===== src/rtl/mat_pkg.sv =====
package mat_pkg;

    localparam int          EXT_RAM_DEPTH = 256;
    localparam logic [7:0]  DIR_FUNC_BASE = 8'h80;
    localparam logic [2:0]  BANK_PAD      = 3'h0;
    localparam logic [3:0]  CNT_ZERO      = 4'h0;
    localparam logic [3:0]  CNT_STEP      = 4'h1;

    localparam logic [1:0]  LEN_ONE       = 2'h1;
    localparam logic [1:0]  LEN_TWO       = 2'h2;
    localparam logic [1:0]  LEN_THREE     = 2'h3;
    localparam logic [3:0]  CYC_ONE       = 4'h1;
    localparam logic [3:0]  CYC_TWO       = 4'h2;
    localparam logic [3:0]  CYC_THREE     = 4'h3;
    localparam logic [3:0]  CYC_FOUR      = 4'h4;
    localparam logic [3:0]  CYC_NINE      = 4'h9;

    localparam logic [7:0]  OPC_INC_DP    = 8'hA3;
    localparam logic [7:0]  OPC_MUL       = 8'hA4;
    localparam logic [7:0]  OPC_QUOT      = 8'h84;
    localparam logic [7:0]  OPC_DEC_ADJ   = 8'hD4;
    localparam logic [7:0]  OPC_CLEAR     = 8'hE4;
    localparam logic [7:0]  OPC_INVERT    = 8'hF4;
    localparam logic [7:0]  OPC_SWAP      = 8'hC4;
    localparam logic [7:0]  OPC_ROT_LEFT  = 8'h23;
    localparam logic [7:0]  OPC_EXT_RD_DP = 8'hE0;
    localparam logic [7:0]  OPC_EXT_RD_P0 = 8'hE2;
    localparam logic [7:0]  OPC_EXT_RD_P1 = 8'hE3;
    localparam logic [7:0]  OPC_EXT_WR_DP = 8'hF0;
    localparam logic [7:0]  OPC_EXT_WR_P0 = 8'hF2;
    localparam logic [7:0]  OPC_EXT_WR_P1 = 8'hF3;
    localparam logic [7:0]  OPC_CODE_RD   = 8'h93;

    localparam logic [3:0]  HI_INC        = 4'h0;
    localparam logic [3:0]  HI_DEC        = 4'h1;
    localparam logic [3:0]  HI_ADD        = 4'h2;
    localparam logic [3:0]  HI_ADD_CARRY  = 4'h3;
    localparam logic [3:0]  HI_OR         = 4'h4;
    localparam logic [3:0]  HI_AND        = 4'h5;
    localparam logic [3:0]  HI_XOR        = 4'h6;
    localparam logic [3:0]  HI_SUB_BORROW = 4'h9;
    localparam logic [3:0]  HI_MOV_ACC    = 4'hE;
    localparam logic [3:0]  LO_DIR_ACC    = 4'h2;
    localparam logic [3:0]  LO_DIR_IMM    = 4'h3;
    localparam logic [3:0]  LO_IMM        = 4'h4;
    localparam logic [3:0]  LO_DIR        = 4'h5;
    localparam logic [2:0]  LO_IND_HI     = 3'h3;
    localparam logic [3:0]  LO_REG        = 4'h8;

    localparam logic [3:0]  ADJ_LIMIT     = 4'h9;
    localparam logic [7:0]  ADJ_LO_STEP   = 8'h06;
    localparam logic [7:0]  ADJ_HI_STEP   = 8'h60;

    typedef enum logic {ST_IDLE, ST_BUSY} mat_state_t;

    typedef enum logic [4:0] {
        OP_ADD, OP_ADD_CARRY, OP_SUB_BORROW, OP_OR, OP_AND, OP_XOR, OP_MOV_ACC,
        OP_INC, OP_DEC, OP_INC_DP, OP_MUL, OP_QUOT, OP_DEC_ADJ, OP_CLEAR,
        OP_INVERT, OP_SWAP, OP_ROT_LEFT, OP_EXT_RD, OP_EXT_WR, OP_CODE_RD, OP_ILLEGAL
    } mat_op_t;

    typedef enum logic [2:0] {MD_NONE, MD_IMM, MD_DIR, MD_IND, MD_REG} mat_mode_t;

    typedef struct packed {
        mat_op_t     op;
        mat_mode_t   mode;
        logic        to_mem;
        logic [1:0]  len;
        logic [3:0]  cyc;
    } mat_dec_t;

    function automatic mat_dec_t mat_decode(input logic [7:0] opc);
        mat_dec_t   d;
        logic [3:0] lo;
        logic       ok;
        lo = opc[3:0];
        ok = 1'b1;
        d  = '{OP_ILLEGAL, MD_NONE, 1'b0, LEN_ONE, CYC_ONE};
        unique case (opc)
            OPC_INC_DP:    d = '{OP_INC_DP, MD_NONE, 1'b0, LEN_ONE, CYC_THREE};
            OPC_MUL:       d = '{OP_MUL, MD_NONE, 1'b0, LEN_ONE, CYC_NINE};
            OPC_QUOT:      d = '{OP_QUOT, MD_NONE, 1'b0, LEN_ONE, CYC_NINE};
            OPC_DEC_ADJ:   d = '{OP_DEC_ADJ, MD_NONE, 1'b0, LEN_ONE, CYC_TWO};
            OPC_CLEAR:     d = '{OP_CLEAR, MD_NONE, 1'b0, LEN_ONE, CYC_ONE};
            OPC_INVERT:    d = '{OP_INVERT, MD_NONE, 1'b0, LEN_ONE, CYC_ONE};
            OPC_SWAP:      d = '{OP_SWAP, MD_NONE, 1'b0, LEN_ONE, CYC_ONE};
            OPC_ROT_LEFT:  d = '{OP_ROT_LEFT, MD_NONE, 1'b0, LEN_ONE, CYC_ONE};
            OPC_EXT_RD_DP: d = '{OP_EXT_RD, MD_NONE, 1'b0, LEN_ONE, CYC_FOUR};
            OPC_EXT_WR_DP: d = '{OP_EXT_WR, MD_NONE, 1'b0, LEN_ONE, CYC_FOUR};
            OPC_EXT_RD_P0,
            OPC_EXT_RD_P1: d = '{OP_EXT_RD, MD_IND, 1'b0, LEN_ONE, CYC_FOUR};
            OPC_EXT_WR_P0,
            OPC_EXT_WR_P1: d = '{OP_EXT_WR, MD_IND, 1'b0, LEN_ONE, CYC_FOUR};
            OPC_CODE_RD:   d = '{OP_CODE_RD, MD_NONE, 1'b0, LEN_ONE, CYC_FOUR};
            default: begin
                // Operand form from the low nibble, shared by all groups; INC/DEC low nibble 4 selects the accumulator and XOR indirect is two bytes
                if (lo >= LO_REG) begin
                    d = '{OP_ILLEGAL, MD_REG, 1'b0, LEN_ONE, CYC_ONE};
                end else if (lo[3:1] == LO_IND_HI) begin
                    d = '{OP_ILLEGAL, MD_IND, 1'b0, LEN_ONE, CYC_TWO};
                end else if (lo == LO_DIR) begin
                    d = '{OP_ILLEGAL, MD_DIR, 1'b0, LEN_TWO, CYC_TWO};
                end else if (lo == LO_IMM) begin
                    d = '{OP_ILLEGAL, MD_IMM, 1'b0, LEN_TWO, CYC_TWO};
                end else if (lo == LO_DIR_ACC) begin
                    d = '{OP_ILLEGAL, MD_DIR, 1'b1, LEN_TWO, CYC_TWO};
                end else if (lo == LO_DIR_IMM) begin
                    d = '{OP_ILLEGAL, MD_DIR, 1'b1, LEN_THREE, CYC_THREE};
                end else begin
                    ok = 1'b0;
                end
                unique case (opc[7:4])
                    HI_INC, HI_DEC: begin
                        d.op = (opc[7:4] == HI_INC) ? OP_INC : OP_DEC;
                        ok   = ok && (lo >= LO_IMM);
                        if (lo == LO_IMM) begin
                            d = '{d.op, MD_NONE, 1'b0, LEN_ONE, CYC_ONE};
                        end else begin
                            d.to_mem = 1'b1;
                        end
                    end
                    HI_ADD:        d.op = OP_ADD;
                    HI_ADD_CARRY:  d.op = OP_ADD_CARRY;
                    HI_SUB_BORROW: d.op = OP_SUB_BORROW;
                    HI_MOV_ACC:    d.op = OP_MOV_ACC;
                    HI_OR:         d.op = OP_OR;
                    HI_AND:        d.op = OP_AND;
                    HI_XOR: begin
                        d.op = OP_XOR;
                        if (d.mode == MD_IND) begin
                            d.len = LEN_TWO;
                        end
                    end
                    default: ok = 1'b0;
                endcase
                if (opc[7:4] == HI_MOV_ACC) begin
                    ok = ok && (lo >= LO_DIR);
                end else if (opc[7:4] != HI_OR && opc[7:4] != HI_AND && opc[7:4] != HI_XOR) begin
                    ok = ok && (lo >= LO_IMM);
                end
                if (!ok) begin
                    d = '{OP_ILLEGAL, MD_NONE, 1'b0, LEN_ONE, CYC_ONE};
                end
            end
        endcase
        return d;
    endfunction : mat_decode

endpackage : mat_pkg


===== src/rtl/mat_core.sv =====
`timescale 1ns/1ns
module mat_core
    import mat_pkg::*;
(
    input  wire logic        clock,
    input  wire logic        reset_n,
    input  wire logic        issue_valid,
    output logic             issue_ready,
    input  wire logic [7:0]  issue_opcode,
    input  wire logic [7:0]  issue_arg1,
    input  wire logic [7:0]  issue_arg2,
    input  wire logic [1:0]  bank_sel,
    input  wire logic        data_pointer_load,
    input  wire logic [15:0] data_pointer_value,
    input  wire logic        b_load,
    input  wire logic [7:0]  b_value,
    output logic             retire,
    output logic             retire_illegal,
    output logic [1:0]       retire_bytes,
    output logic [3:0]       retire_cycles,
    output logic [7:0]       acc,
    output logic [7:0]       b_reg,
    output logic             carry,
    output logic             aux_carry,
    output logic             overflow,
    output logic [15:0]      data_pointer,
    output logic [7:0]       iram_addr,
    output logic [7:0]       iram_wdata,
    output logic             iram_we,
    input  wire logic [7:0]  iram_rdata,
    output logic [7:0]       func_reg_addr,
    output logic [7:0]       func_reg_wdata,
    output logic             func_reg_we,
    output logic             func_reg_re,
    input  wire logic [7:0]  func_reg_rdata,
    output logic [15:0]      code_addr,
    output logic             code_re,
    input  wire logic [7:0]  code_rdata
);

    function automatic logic [7:0] bank_addr(input logic [1:0] bank, input logic [2:0] idx);
        return {BANK_PAD, bank, idx};
    endfunction : bank_addr

    // Returns {carry, aux carry, overflow, result}
    function automatic logic [10:0] add_sub(input logic [7:0] a, input logic [7:0] b,
                                            input logic cin, input logic sub);
        logic [7:0] bb;
        logic       ci;
        logic [8:0] full;
        logic [4:0] half;
        logic       ov;
        bb   = sub ? ~b : b;
        ci   = sub ? ~cin : cin;
        full = {1'b0, a} + {1'b0, bb} + {8'h00, ci};
        half = {1'b0, a[3:0]} + {1'b0, bb[3:0]} + {4'h0, ci};
        ov   = (a[7] == bb[7]) && (full[7] != a[7]);
        return {full[8] ^ sub, half[4] ^ sub, ov, full[7:0]};
    endfunction : add_sub

    mat_state_t  state_q;
    logic [3:0]  cnt_q;
    logic [7:0]  opc_q;
    logic [7:0]  arg1_q;
    logic [7:0]  arg2_q;
    mat_dec_t    dec_q;
    mat_dec_t    dec_now;
    logic [7:0]  ptr_q;
    logic [7:0]  acc_q;
    logic [7:0]  acc_d;
    logic [7:0]  b_q;
    logic [7:0]  b_d;
    logic        c_q;
    logic        c_d;
    logic        ac_q;
    logic        ac_d;
    logic        ov_q;
    logic        ov_d;
    logic [15:0] dp_q;
    logic [15:0] dp_d;
    logic        retire_q;
    logic        illegal_q;
    logic [1:0]  bytes_q;
    logic [3:0]  cycles_q;

    logic        last;
    logic        take;
    logic        ptr_phase;
    logic [7:0]  opnd_addr;
    logic        opnd_is_func;
    logic [7:0]  mem_byte;
    logic [7:0]  src_b;
    logic [7:0]  lhs;
    logic [7:0]  rhs;
    logic [7:0]  res_v;
    logic [10:0] as_v;
    logic [15:0] prod_v;
    logic [8:0]  adj_v;
    logic        mem_we;
    logic        ext_we;
    logic [7:0]  ext_addr;
    logic [7:0]  ext_rdata;

    assign dec_now     = mat_decode(issue_opcode);
    assign last        = (state_q == ST_BUSY) && ((cnt_q + CNT_STEP) == dec_q.cyc);
    // Ready in the final cycle lets one-cycle instructions retire back to back
    assign issue_ready = (state_q == ST_IDLE) || last;
    assign take        = issue_valid && issue_ready;
    assign ptr_phase   = (state_q == ST_BUSY) && (cnt_q == CNT_ZERO) && (dec_q.mode == MD_IND);

    always_ff @(posedge clock or negedge reset_n) begin
        if (!reset_n) begin
            state_q <= ST_IDLE;
            cnt_q   <= CNT_ZERO;
            opc_q   <= 8'h00;
            arg1_q  <= 8'h00;
            arg2_q  <= 8'h00;
            dec_q   <= '{OP_ILLEGAL, MD_NONE, 1'b0, LEN_ONE, CYC_ONE};
        end else if (take) begin
            state_q <= ST_BUSY;
            cnt_q   <= CNT_ZERO;
            opc_q   <= issue_opcode;
            arg1_q  <= issue_arg1;
            arg2_q  <= issue_arg2;
            dec_q   <= dec_now;
        end else if (last) begin
            state_q <= ST_IDLE;
        end else if (state_q == ST_BUSY) begin
            cnt_q <= cnt_q + CNT_STEP;
        end
    end

    // Pointer register is read one cycle ahead of the indirect access
    always_ff @(posedge clock or negedge reset_n) begin
        if (!reset_n) begin
            ptr_q <= 8'h00;
        end else if (ptr_phase) begin
            ptr_q <= iram_rdata;
        end
    end

    always_comb begin
        unique case (dec_q.mode)
            MD_REG:  opnd_addr = bank_addr(bank_sel, opc_q[2:0]);
            MD_IND:  opnd_addr = ptr_q;
            MD_DIR:  opnd_addr = arg1_q;
            default: opnd_addr = 8'h00;
        endcase
    end

    // Only direct mode ever leaves internal RAM; indirect stays in RAM for the upper half
    assign opnd_is_func   = (dec_q.mode == MD_DIR) && (arg1_q >= DIR_FUNC_BASE);
    assign iram_addr      = ptr_phase ? bank_addr(bank_sel, {2'h0, opc_q[0]}) : opnd_addr;
    assign func_reg_addr  = arg1_q;
    assign func_reg_re    = last && opnd_is_func;
    assign mem_byte       = opnd_is_func ? func_reg_rdata : iram_rdata;
    assign src_b          = (dec_q.mode == MD_IMM) ? arg1_q : mem_byte;
    assign lhs            = dec_q.to_mem ? mem_byte : acc_q;
    assign rhs            = dec_q.to_mem ? ((opc_q[3:0] == LO_DIR_IMM) ? arg2_q : acc_q) : src_b;

    assign mem_we         = last && dec_q.to_mem && (dec_q.op != OP_ILLEGAL);
    assign iram_we        = mem_we && !opnd_is_func;
    assign func_reg_we    = mem_we && opnd_is_func;
    assign iram_wdata     = res_v;
    assign func_reg_wdata = res_v;

    // Upper byte of the data pointer is ignored: the extended space is eight bits wide
    assign ext_addr = (dec_q.mode == MD_IND) ? ptr_q : dp_q[7:0];
    assign ext_we   = last && (dec_q.op == OP_EXT_WR);

    // Extended moves stay on chip; no external bus port exists
    mat_ext_ram u_ext_ram (
        .clock (clock),
        .wr_en (ext_we),
        .addr  (ext_addr),
        .wdata (acc_q),
        .rdata (ext_rdata)
    );

    assign code_addr = dp_q + {8'h00, acc_q};
    assign code_re   = last && (dec_q.op == OP_CODE_RD);

    always_comb begin
        res_v  = lhs;
        as_v   = add_sub(lhs, rhs, c_q, 1'b0);
        prod_v = acc_q * b_q;
        adj_v  = {1'b0, acc_q};
        acc_d  = acc_q;
        b_d    = b_q;
        c_d    = c_q;
        ac_d   = ac_q;
        ov_d   = ov_q;
        dp_d   = dp_q;
        unique case (dec_q.op)
            OP_ADD, OP_ADD_CARRY, OP_SUB_BORROW: begin
                as_v  = add_sub(lhs, rhs, (dec_q.op != OP_ADD) && c_q,
                                dec_q.op == OP_SUB_BORROW);
                res_v = as_v[7:0];
                c_d   = as_v[10];
                ac_d  = as_v[9];
                ov_d  = as_v[8];
                acc_d = res_v;
            end
            OP_OR: begin
                res_v = lhs | rhs;
                acc_d = dec_q.to_mem ? acc_q : res_v;
            end
            OP_AND: begin
                res_v = lhs & rhs;
                acc_d = dec_q.to_mem ? acc_q : res_v;
            end
            OP_XOR: begin
                res_v = lhs ^ rhs;
                acc_d = dec_q.to_mem ? acc_q : res_v;
            end
            OP_MOV_ACC: acc_d = src_b;
            OP_INC: begin
                res_v = lhs + 8'h01;
                acc_d = dec_q.to_mem ? acc_q : res_v;
            end
            OP_DEC: begin
                res_v = lhs - 8'h01;
                acc_d = dec_q.to_mem ? acc_q : res_v;
            end
            OP_INC_DP: dp_d = dp_q + 16'h0001;
            OP_MUL: begin
                acc_d = prod_v[7:0];
                b_d   = prod_v[15:8];
                c_d   = 1'b0;
                ov_d  = |prod_v[15:8];
            end
            OP_QUOT: begin
                c_d  = 1'b0;
                // Divide by zero flags overflow and leaves both operands untouched
                ov_d = (b_q == 8'h00);
                if (b_q != 8'h00) begin
                    acc_d = acc_q / b_q;
                    b_d   = acc_q % b_q;
                end
            end
            OP_DEC_ADJ: begin
                if ((acc_q[3:0] > ADJ_LIMIT) || ac_q) begin
                    adj_v = {1'b0, acc_q} + {1'b0, ADJ_LO_STEP};
                end
                c_d = c_q | adj_v[8];
                if ((adj_v[7:4] > ADJ_LIMIT) || c_d) begin
                    adj_v = {1'b0, adj_v[7:0]} + {1'b0, ADJ_HI_STEP};
                    c_d   = c_d | adj_v[8];
                end
                acc_d = adj_v[7:0];
            end
            OP_CLEAR:    acc_d = 8'h00;
            OP_INVERT:   acc_d = ~acc_q;
            OP_SWAP:     acc_d = {acc_q[3:0], acc_q[7:4]};
            OP_ROT_LEFT: acc_d = {acc_q[6:0], acc_q[7]};
            OP_EXT_RD:   acc_d = ext_rdata;
            OP_EXT_WR:   acc_d = acc_q;
            OP_CODE_RD:  acc_d = code_rdata;
            OP_ILLEGAL:  acc_d = acc_q;
        endcase
    end

    always_ff @(posedge clock or negedge reset_n) begin
        if (!reset_n) begin
            acc_q <= 8'h00;
            c_q   <= 1'b0;
            ac_q  <= 1'b0;
            ov_q  <= 1'b0;
        end else if (last) begin
            acc_q <= acc_d;
            c_q   <= c_d;
            ac_q  <= ac_d;
            ov_q  <= ov_d;
        end
    end

    // Side loads yield to an instruction that writes the same register
    always_ff @(posedge clock or negedge reset_n) begin
        if (!reset_n) begin
            b_q <= 8'h00;
        end else if (last && (dec_q.op == OP_MUL || dec_q.op == OP_QUOT)) begin
            b_q <= b_d;
        end else if (b_load) begin
            b_q <= b_value;
        end
    end

    always_ff @(posedge clock or negedge reset_n) begin
        if (!reset_n) begin
            dp_q <= 16'h0000;
        end else if (last && dec_q.op == OP_INC_DP) begin
            dp_q <= dp_d;
        end else if (data_pointer_load) begin
            dp_q <= data_pointer_value;
        end
    end

    always_ff @(posedge clock or negedge reset_n) begin
        if (!reset_n) begin
            retire_q  <= 1'b0;
            illegal_q <= 1'b0;
            bytes_q   <= 2'h0;
            cycles_q  <= 4'h0;
        end else begin
            retire_q  <= last;
            illegal_q <= last && (dec_q.op == OP_ILLEGAL);
            if (last) begin
                bytes_q  <= dec_q.len;
                cycles_q <= dec_q.cyc;
            end
        end
    end

    assign retire         = retire_q;
    assign retire_illegal = illegal_q;
    assign retire_bytes   = bytes_q;
    assign retire_cycles  = cycles_q;
    assign acc            = acc_q;
    assign b_reg          = b_q;
    assign carry          = c_q;
    assign aux_carry      = ac_q;
    assign overflow       = ov_q;
    assign data_pointer   = dp_q;

endmodule : mat_core


===== src/rtl/mat_ext_ram.sv =====
`timescale 1ns/1ns
module mat_ext_ram
    import mat_pkg::*;
(
    input  wire logic       clock,
    input  wire logic       wr_en,
    input  wire logic [7:0] addr,
    input  wire logic [7:0] wdata,
    output logic      [7:0] rdata
);

    // Eight address bits cover every one of the locations
    logic [7:0] mem [EXT_RAM_DEPTH];

    always_ff @(posedge clock) begin
        if (wr_en) begin
            mem[addr] <= wdata;
        end
    end

    assign rdata = mem[addr];

endmodule : mat_ext_ram


===== config.mk =====
export PLATFORM = sky130hd
export DESIGN_NAME = mat_core
export DESIGN_NICKNAME = d
export VERILOG_FILES = /design/src/rtl/mat_pkg.sv /design/src/rtl/mat_core.sv /design/src/rtl/mat_ext_ram.sv
export SDC_FILE = /design/constraint.sdc
export NUM_CORES = 2
export LEC_CHECK = 0
export BUFFER_PORTS_ARGS = -buffer_cell sky130_fd_sc_hd__buf_2
export CAP_MARGIN = 15
export CORE_MARGIN = 5
export CORE_UTILIZATION = 55
export CTS_BUF_LIST = sky130_fd_sc_hd__clkbuf_8
export DETAILED_ROUTE_END_ITERATION = 16
export GPL_TIMING_DRIVEN = 0
export PLACE_DENSITY = 0.77
export SLEW_MARGIN = 20
export SYNTH_ARGS = -nofsm -noshare
export SYNTH_HDL_FRONTEND = slang
export SYNTH_HIERARCHICAL = 1
export SYNTH_SLANG_ARGS = --single-unit

===== constraint.sdc =====
create_clock -name clock -period 15.5 [get_ports clock]
set_input_delay 3.875 -clock clock [delete_from_list [all_inputs] [get_ports clock]]
set_output_delay 3.875 -clock clock [all_outputs]
set_load 0.03 [all_outputs]

After elaboration in Yosys (flattened, before gate mapping)

Memory sizes are Yosys's and may differ from the RTL's.
Index checks and enable logic that the tools add are counted.

Memories: 1
Output and inout bits: 96
Bits in registers: 91
Memory bits (writable): 2048

Equality and inequality tests: 71
Divide/modulo/power cells: 2
$mul: 1
Order comparisons: 6
Bitwise logic cells: 11
Mux-type cells: 68
Reduce and logical (&&, ||, !) cells: 55
Add/subtract/negate cells: 11

Memory list:

| memory        | depth | width | read ports | clocked after memory_dff | write ports | line              | source |
|---|---|---|---|---|---|---|---|
| u_ext_ram.mem | 256   | 8     | 1          | 0                        | 1           | mat_ext_ram.sv:13 | `logic [7:0] mem [EXT_RAM_DEPTH];` |

Operator list:

| operator                | number |
|---|---|
| $pmux W15 S13           | 1 |
| $mux W8                 | 18 |
| $pmux W8 S16            | 1 |
| $eq A8 B8 Y1 const B    | 14 |
| $mux W9                 | 7 |
| $mux W16                | 3 |
| $pmux W8 S6             | 1 |
| $eq A5 B4 Y1 const B    | 8 |
| $pmux W5 S8             | 1 |
| $mux W15                | 2 |
| $eq A5 B5 Y1 const B    | 5 |
| $mux W4                 | 6 |
| $pmux W8 S3             | 1 |
| $logic_and A1 B1 Y1     | 22 |
| $eq A4 B2 Y1 const B    | 5 |
| $eq A4 B3 Y1 const B    | 5 |
| $eq A5 B3 Y1 const B    | 4 |
| $mux W1                 | 18 |
| $add A16 B1 Y16 const B | 1 |
| $add A16 B8 Y16         | 1 |
| $mul A8 B8 Y16          | 1 |
| $not A8 Y8              | 2 |
| $pmux W8 S2             | 1 |
| $reduce_bool A16 Y1     | 1 |
| 61 further kinds        | 96 |

Logic depth before layout (Yosys ltp)

Depth in word-level cells: 17
Mapped depth: 50

Hierarchy

Netlist, hierarchy kept.

By module, submodules not included:

| module      | cells each | seq. area each (um2) | times used | area each (um2) |
|---|---|---|---|---|
| mat_ext_ram | 3539       | 61499.0              | 1          | 78332.6 |
| mat_core    | 1475       | 2282.2               | 1          | 11878.9 |

Worst setup path before layout

Ideal clock, no wire load.

Kind: reg-to-reg
Start: reg acc_q[7], in the netlist acc[7]
End: reg b_q[5], in the netlist b_reg[5]
Period minus slack after synthesis: 13.722 ns
Stages on the path, launching flop included: 43
Required time: 15.405 ns
Data arrival time: 13.626 ns
Path slack: 1.778 ns
Cell sequence: dfrtp_1 > ha_1 > a41oi_1 > ha_1 > o21a_1 > o211ai_1 > o31ai_1 > ha_1 > a21oi_1 > a2111oi_4 > mux2i_1 > ha_1 > o21a_1 > o21a_1 > o31ai_2 > nand2_1 > o31ai_1 > ha_1 > (+7 left out) > or3_1 > o221a_2 > a41o_1 > mux2_2 > ha_1 > o21ai_0 > a22oi_1 > a31o_2 > a21oi_1 > o21ai_0 > fa_1 > a211oi_1 > o21bai_1 > a21o_1 > o221a_2 > clkbuf_1 > o311a_1 > o31ai_1

Longest elaborated chain between the ends: 4
Elaborated cells on any way between the ends: 5
Classes of those cells: mul (1); div (1); mux (3)

Ends and longest elaborated chain:

| what                   | line            | source |
|---|---|---|
| from (decl)            | mat_core.sv:69  | `logic [7:0] acc_q;` |
| from (signal assigned) | mat_core.sv:265 | `acc_q <= 8'h00;` |
| from (signal assigned) | mat_core.sv:270 | `acc_q <= acc_d;` |
| $mod A8 B8 Y8          | mat_core.sv:238 | `b_d = acc_q % b_q;` |
| $mux W8                | mat_core.sv:236 | `if (b_q != 8'h00) begin` |
| $pmux W8 S2 (*)        | mat_core.sv:194 | `unique case (dec_q.op)` |
| $mux W8 (*)            | mat_core.sv:281 | `end else if (last && (dec_q.op == OP_MUL \|\| dec_q.op == OP_QUOT)) begin` |
| to (signal assigned)   | mat_core.sv:284 | `b_q <= b_value;` |
| to (decl)              | mat_core.sv:71  | `logic [7:0] b_q;` |

Every way passes the cells marked *; elsewhere a longest branch is shown, timed or not. The select of a mux whose other input is x is not followed.
A chain may end at the register's enable or synchronous reset.

Worst setup path after layout

Start: reg acc_q[7], in the netlist acc[7]
End: reg acc_q[0], in the netlist acc[0]

Longest elaborated chain between the ends: 7
Elaborated cells on any way between the ends: 10
Classes of those cells: add/sub (1); div (1); order compare (1); mux (5); bitwise (1); reduce/logical (1)

Ends and longest elaborated chain:

| what                                                  | line |
|---|---|
| branches (longest 6 deep; another with $div A8 B8 Y8) | - |
| $pmux W8 S16 (*)                                      | mat_core.sv:194 |

Every way passes the cells marked *. The select of a mux whose other input is x is not followed.

==> results.py <==
metrics = {
    "sta": {
        "rsz0062_at_grt": "false",
        "fmaxAchievable_mhz": 75.4,
        "fin_ws_ps": 2240,
        "whs_ps": 479,
        "slew_viol_final": 0,
        "hold_viol": 0,
        "tightest_slew_ps": 1230,
        "setup_violations": 0,
        "min_period_ps": 13260,
        "relSlewSlack_pct": 16.7,
        "fin_crit_sh_pct": 85.6,
        "skew_ps": 95.8,
    },
    "logic_synthesis": {
        "muxShareOfSynthArea_pct": 13.8,
        "ys_async_sr_fraction_pct": 4.25,
        "synth_seq_area_share_pct": 70.7,
        "synth-xor-area-share_pct": 0.731,
        "synth_top_family_by_area": "multiplexers",
        "synth_seq_cells": 2139,
        "avgSynthCellArea_um2": 18.0,
        "syn-num-nets": 5248,
        "synth-edff-count": 2048,
        "ys.warnings.count": 6,
        "yosys.area_share.simple_pct": 4.12,
        "synth_fa_ha_area_share_pct": 2.48,
        "synth_cell_types": 91,
        "syn-cell-area_mm2": 0.0902,
        "syn-instance-count": 5014,
        "synthFlopType": "edfxtp_1",
        "synth_compound_area_share_pct": 6.12,
    },
    "die": {
        "pin_count": 175,
        "die_height_um": 415,
        "num_rows": 148,
        "initial_utilization_pct": 55.4,
        "core_mm2": 0.163,
        "dieWidth_um": 415,
        "die_area_mm2": 0.172,
    },
    "final_layout": {
        "regMostFlops": "u_ext_ram/mem",
        "largest_reg_flops": 2048,
        "final_common_cell": "edfxtp_1",
        "fin_nets": 5817,
        "layout-drive-gt1-share_pct": 23.7,
        "layout_common_cells": "2,048 x edfxtp_1, 512 x mux4_2, 383 x nor2_1, 352 x clkbuf_8, 274 x a22oi_1",
        "fillers": 11100,
        "area_delta_synth_final_pct": 12.3,
    },
    "setup_path": {
        "reg2reg_to": "acc[0]$_DFFE_PN0P_",
        "r2r_slack_ps": 2240,
        "cp_data_required_time_ps": 16350,
        "cpMostUsedCell": "ha_1",
        "end_kind": "flip-flop",
        "crit_type": "reg2reg",
        "worstPathMaxFanout": 42,
        "r2r-start": "acc[7]$_DFFE_PN0P_",
        "crit_buf_inv": 3,
        "cp_slowest_cell": "dfrtp_4",
        "crit_path_start_kind": "flip-flop",
        "r2r_cells": 44,
        "cpPeakStageDelay_ps": 790,
        "crit_arrival_ps": 14110,
        "critPathTopFamily": "compound AO/OA/AOI/OAI gates",
    },
    "route": {
        "wire_per_inst_um": 30.9,
        "ant_nets": 0,
        "wl_met3_um": 34000,
        "num_vias": 53000,
        "drt-initial-drc-count": 7705,
        "wl_met1_um": 86900,
        "routed_via_density": 6.62,
        "totalWireLength_um": 247000,
        "drc_errors": 0,
        "dr_wl_met2_um": 113000,
        "top_layer": "met5",
        "firstDrtPassIters": 8,
    },
    "global_route": {
        "grt_usage_pct": 28.4,
        "grt_max_degree": 77,
        "grt_pass1_vias": 52100,
        "overflow": 0,
        "antenna_found_initial": 12,
        "grt_pass1_wl_um": 357000,
    },
    "power": {
        "total_leakage_power_nw": 33.1,
        "vdd_drop_max_uv": 350,
        "power_density_mw_per_mm2": 186,
    },
    "job": {
        "maxCapViolCount": 0,
    },
    "clocking": {
        "clk-insertion-delay-late_ps": 1080,
        "cts-root-buf": "clkbuf_8",
        "cts_max_level": 5,
        "post_cts_resized": 0,
        "numCtsBuffers": 345,
        "path_clk_slew_ps": 60,
        "holdBufCountCts": 0,
        "cts.sinks": 2139,
        "postCtsSetupBuffers": 0,
        "cts_buffer_depth": 4,
        "cts_tree": "done",
    },
    "place": {
        "gp_congestion": 1.06,
        "pre_cts_slack_ps": 2490,
        "dp_hpwl_um": 170000,
        "portBuffers": 170,
    },
    "hold_path": {
        "holdPathStages": 2,
        "min_to": "retire_cycles[2]$_DFFE_PN0P_",
        "min-delay-start": "retire_cycles[2]$_DFFE_PN0P_",
        "worstHoldPathType": "reg2reg",
    },
    "status": {
        "status": "finished clean",
    },
}
## synthesized netlist by cell type, types with 11 or more instances
cell type	number	area share (%)
edfxtp_1	2048	68
nand3_1	50	0.28
nor4_1	11	0.076
buf_6	16	0.20
o211ai_1	12	0.10
clkbuf_1	198	0.82
buf_4	26	0.22
nor2b_1	24	0.17
fa_1	40	0.89
a22oi_1	274	2.3
and2_1	30	0.21
o31ai_1	14	0.12
mux2_2	46	0.57
xnor2_1	41	0.40
nor3_1	75	0.42
mux2i_1	31	0.34
o41ai_1	34	0.33
ha_1	115	1.6
a221oi_1	13	0.13
a21oi_1	208	1.2
mux4_2	512	13
nor2_1	384	1.6
buf_2	46	0.26
inv_1	109	0.45
o21ai_0	91	0.50
nand4_1	16	0.11
nand2_1	166	0.69
a21o_1	17	0.14
a211oi_1	13	0.11
nand2b_1	24	0.17
xor2_1	29	0.28
buf_1	21	0.087
dfrtp_1	87	2.4
or3_1	16	0.11
## metal layers
metal / up-vias / global-route usage, %
met5: - / 0
met4: 6 / 13.4
met3: 729 / 8.95
met2: 3894 / 42.7
met1: 26800 / 38.5
li1: 21500 / -
## worst reg2reg max path, delay by kind of cell, from the launching register on
kind,cells,cell delay [ps]
muxes,1,330
and+or+nand+nor,5,970
DFF,1,790
adders and majority gates,7,2460
AOI/OAI and AO/OA,28,7560
buffers and inverters,3,1020
## stage by stage
stage          total power, mW  util [%]  setup TNS (ps)  area (µm²)  cells
6_report                  18.9      62.2               0      101000   8006
4_1_cts                   18.8      62.1               0      101000   7994
3_5_place_dp              14.4      58.4               0       95200   7411
5_1_grt                   19.7      62.1               0      101000   7995
2_1_floorplan             12.2         -               0       90200   5014
3_3_place_gp              14.4      57.6          -25140       93800   7359
## cells by family after synthesis
logic type,after synthesis
DFF,2139
and+or+nand+nor,830
AOI/OAI and AO/OA,803
muxes,593
buffers and inverters,422
adders and majority gates,155
xor gates and xnor gates,72
## area by class of cell
| class | count | area, µm² | share of cell area [%] |
|---|---|---|---|
| Tap cell | 2175 | 2720 | 2.69 |
| Inverter | 114 | 428 | 0.422 |
| Clock buffer | 352 | 4840 | 4.78 |
| Buffer | 308 | 1470 | 1.45 |
| Clock inverter | 231 | 1210 | 1.20 |
| Antenna cell | 12 | 30.0 | 0.0296 |
| Timing Repair Buffer | 222 | 2040 | 2.01 |
| Sequential cell | 2139 | 63800 | 63.0 |
| Multi-Input combinational cell | 2453 | 24700 | 24.4 |
## power breakdown
part | switching (mW) | internal [mW] | leakage, nW
sequential | 0.236 | 7.21 | 19.6
clock | 2.14 | 2.26 | 3.51
combinational | 4.58 | 2.41 | 10.0
total | 6.96 | 11.9 | 33.1
## worst max-delay path by stage
stage	start	endpoint	slack, ps	cells after the start
6_report	acc[7]$_DFFE_PN0P_	acc[0]$_DFFE_PN0P_	2240	44
5_1_grt	acc[7]$_DFFE_PN0P_	acc[0]$_DFFE_PN0P_	1110	44
4_1_cts	acc[7]$_DFFE_PN0P_	acc[0]$_DFFE_PN0P_	2420	44
3_5_place_dp	acc[7]$_DFFE_PN0P_	acc[0]$_DFFE_PN0P_	2490	43
3_3_place_gp	acc[7]$_DFFE_PN0P_	acc[0]$_DFFE_PN0P_	-2930	43
2_1_floorplan	acc[7]$_DFFE_PN0P_	b_reg[5]$_DFFE_PN0P_	1780	42
No activity file was read; power rests on OpenSTA's default activity.
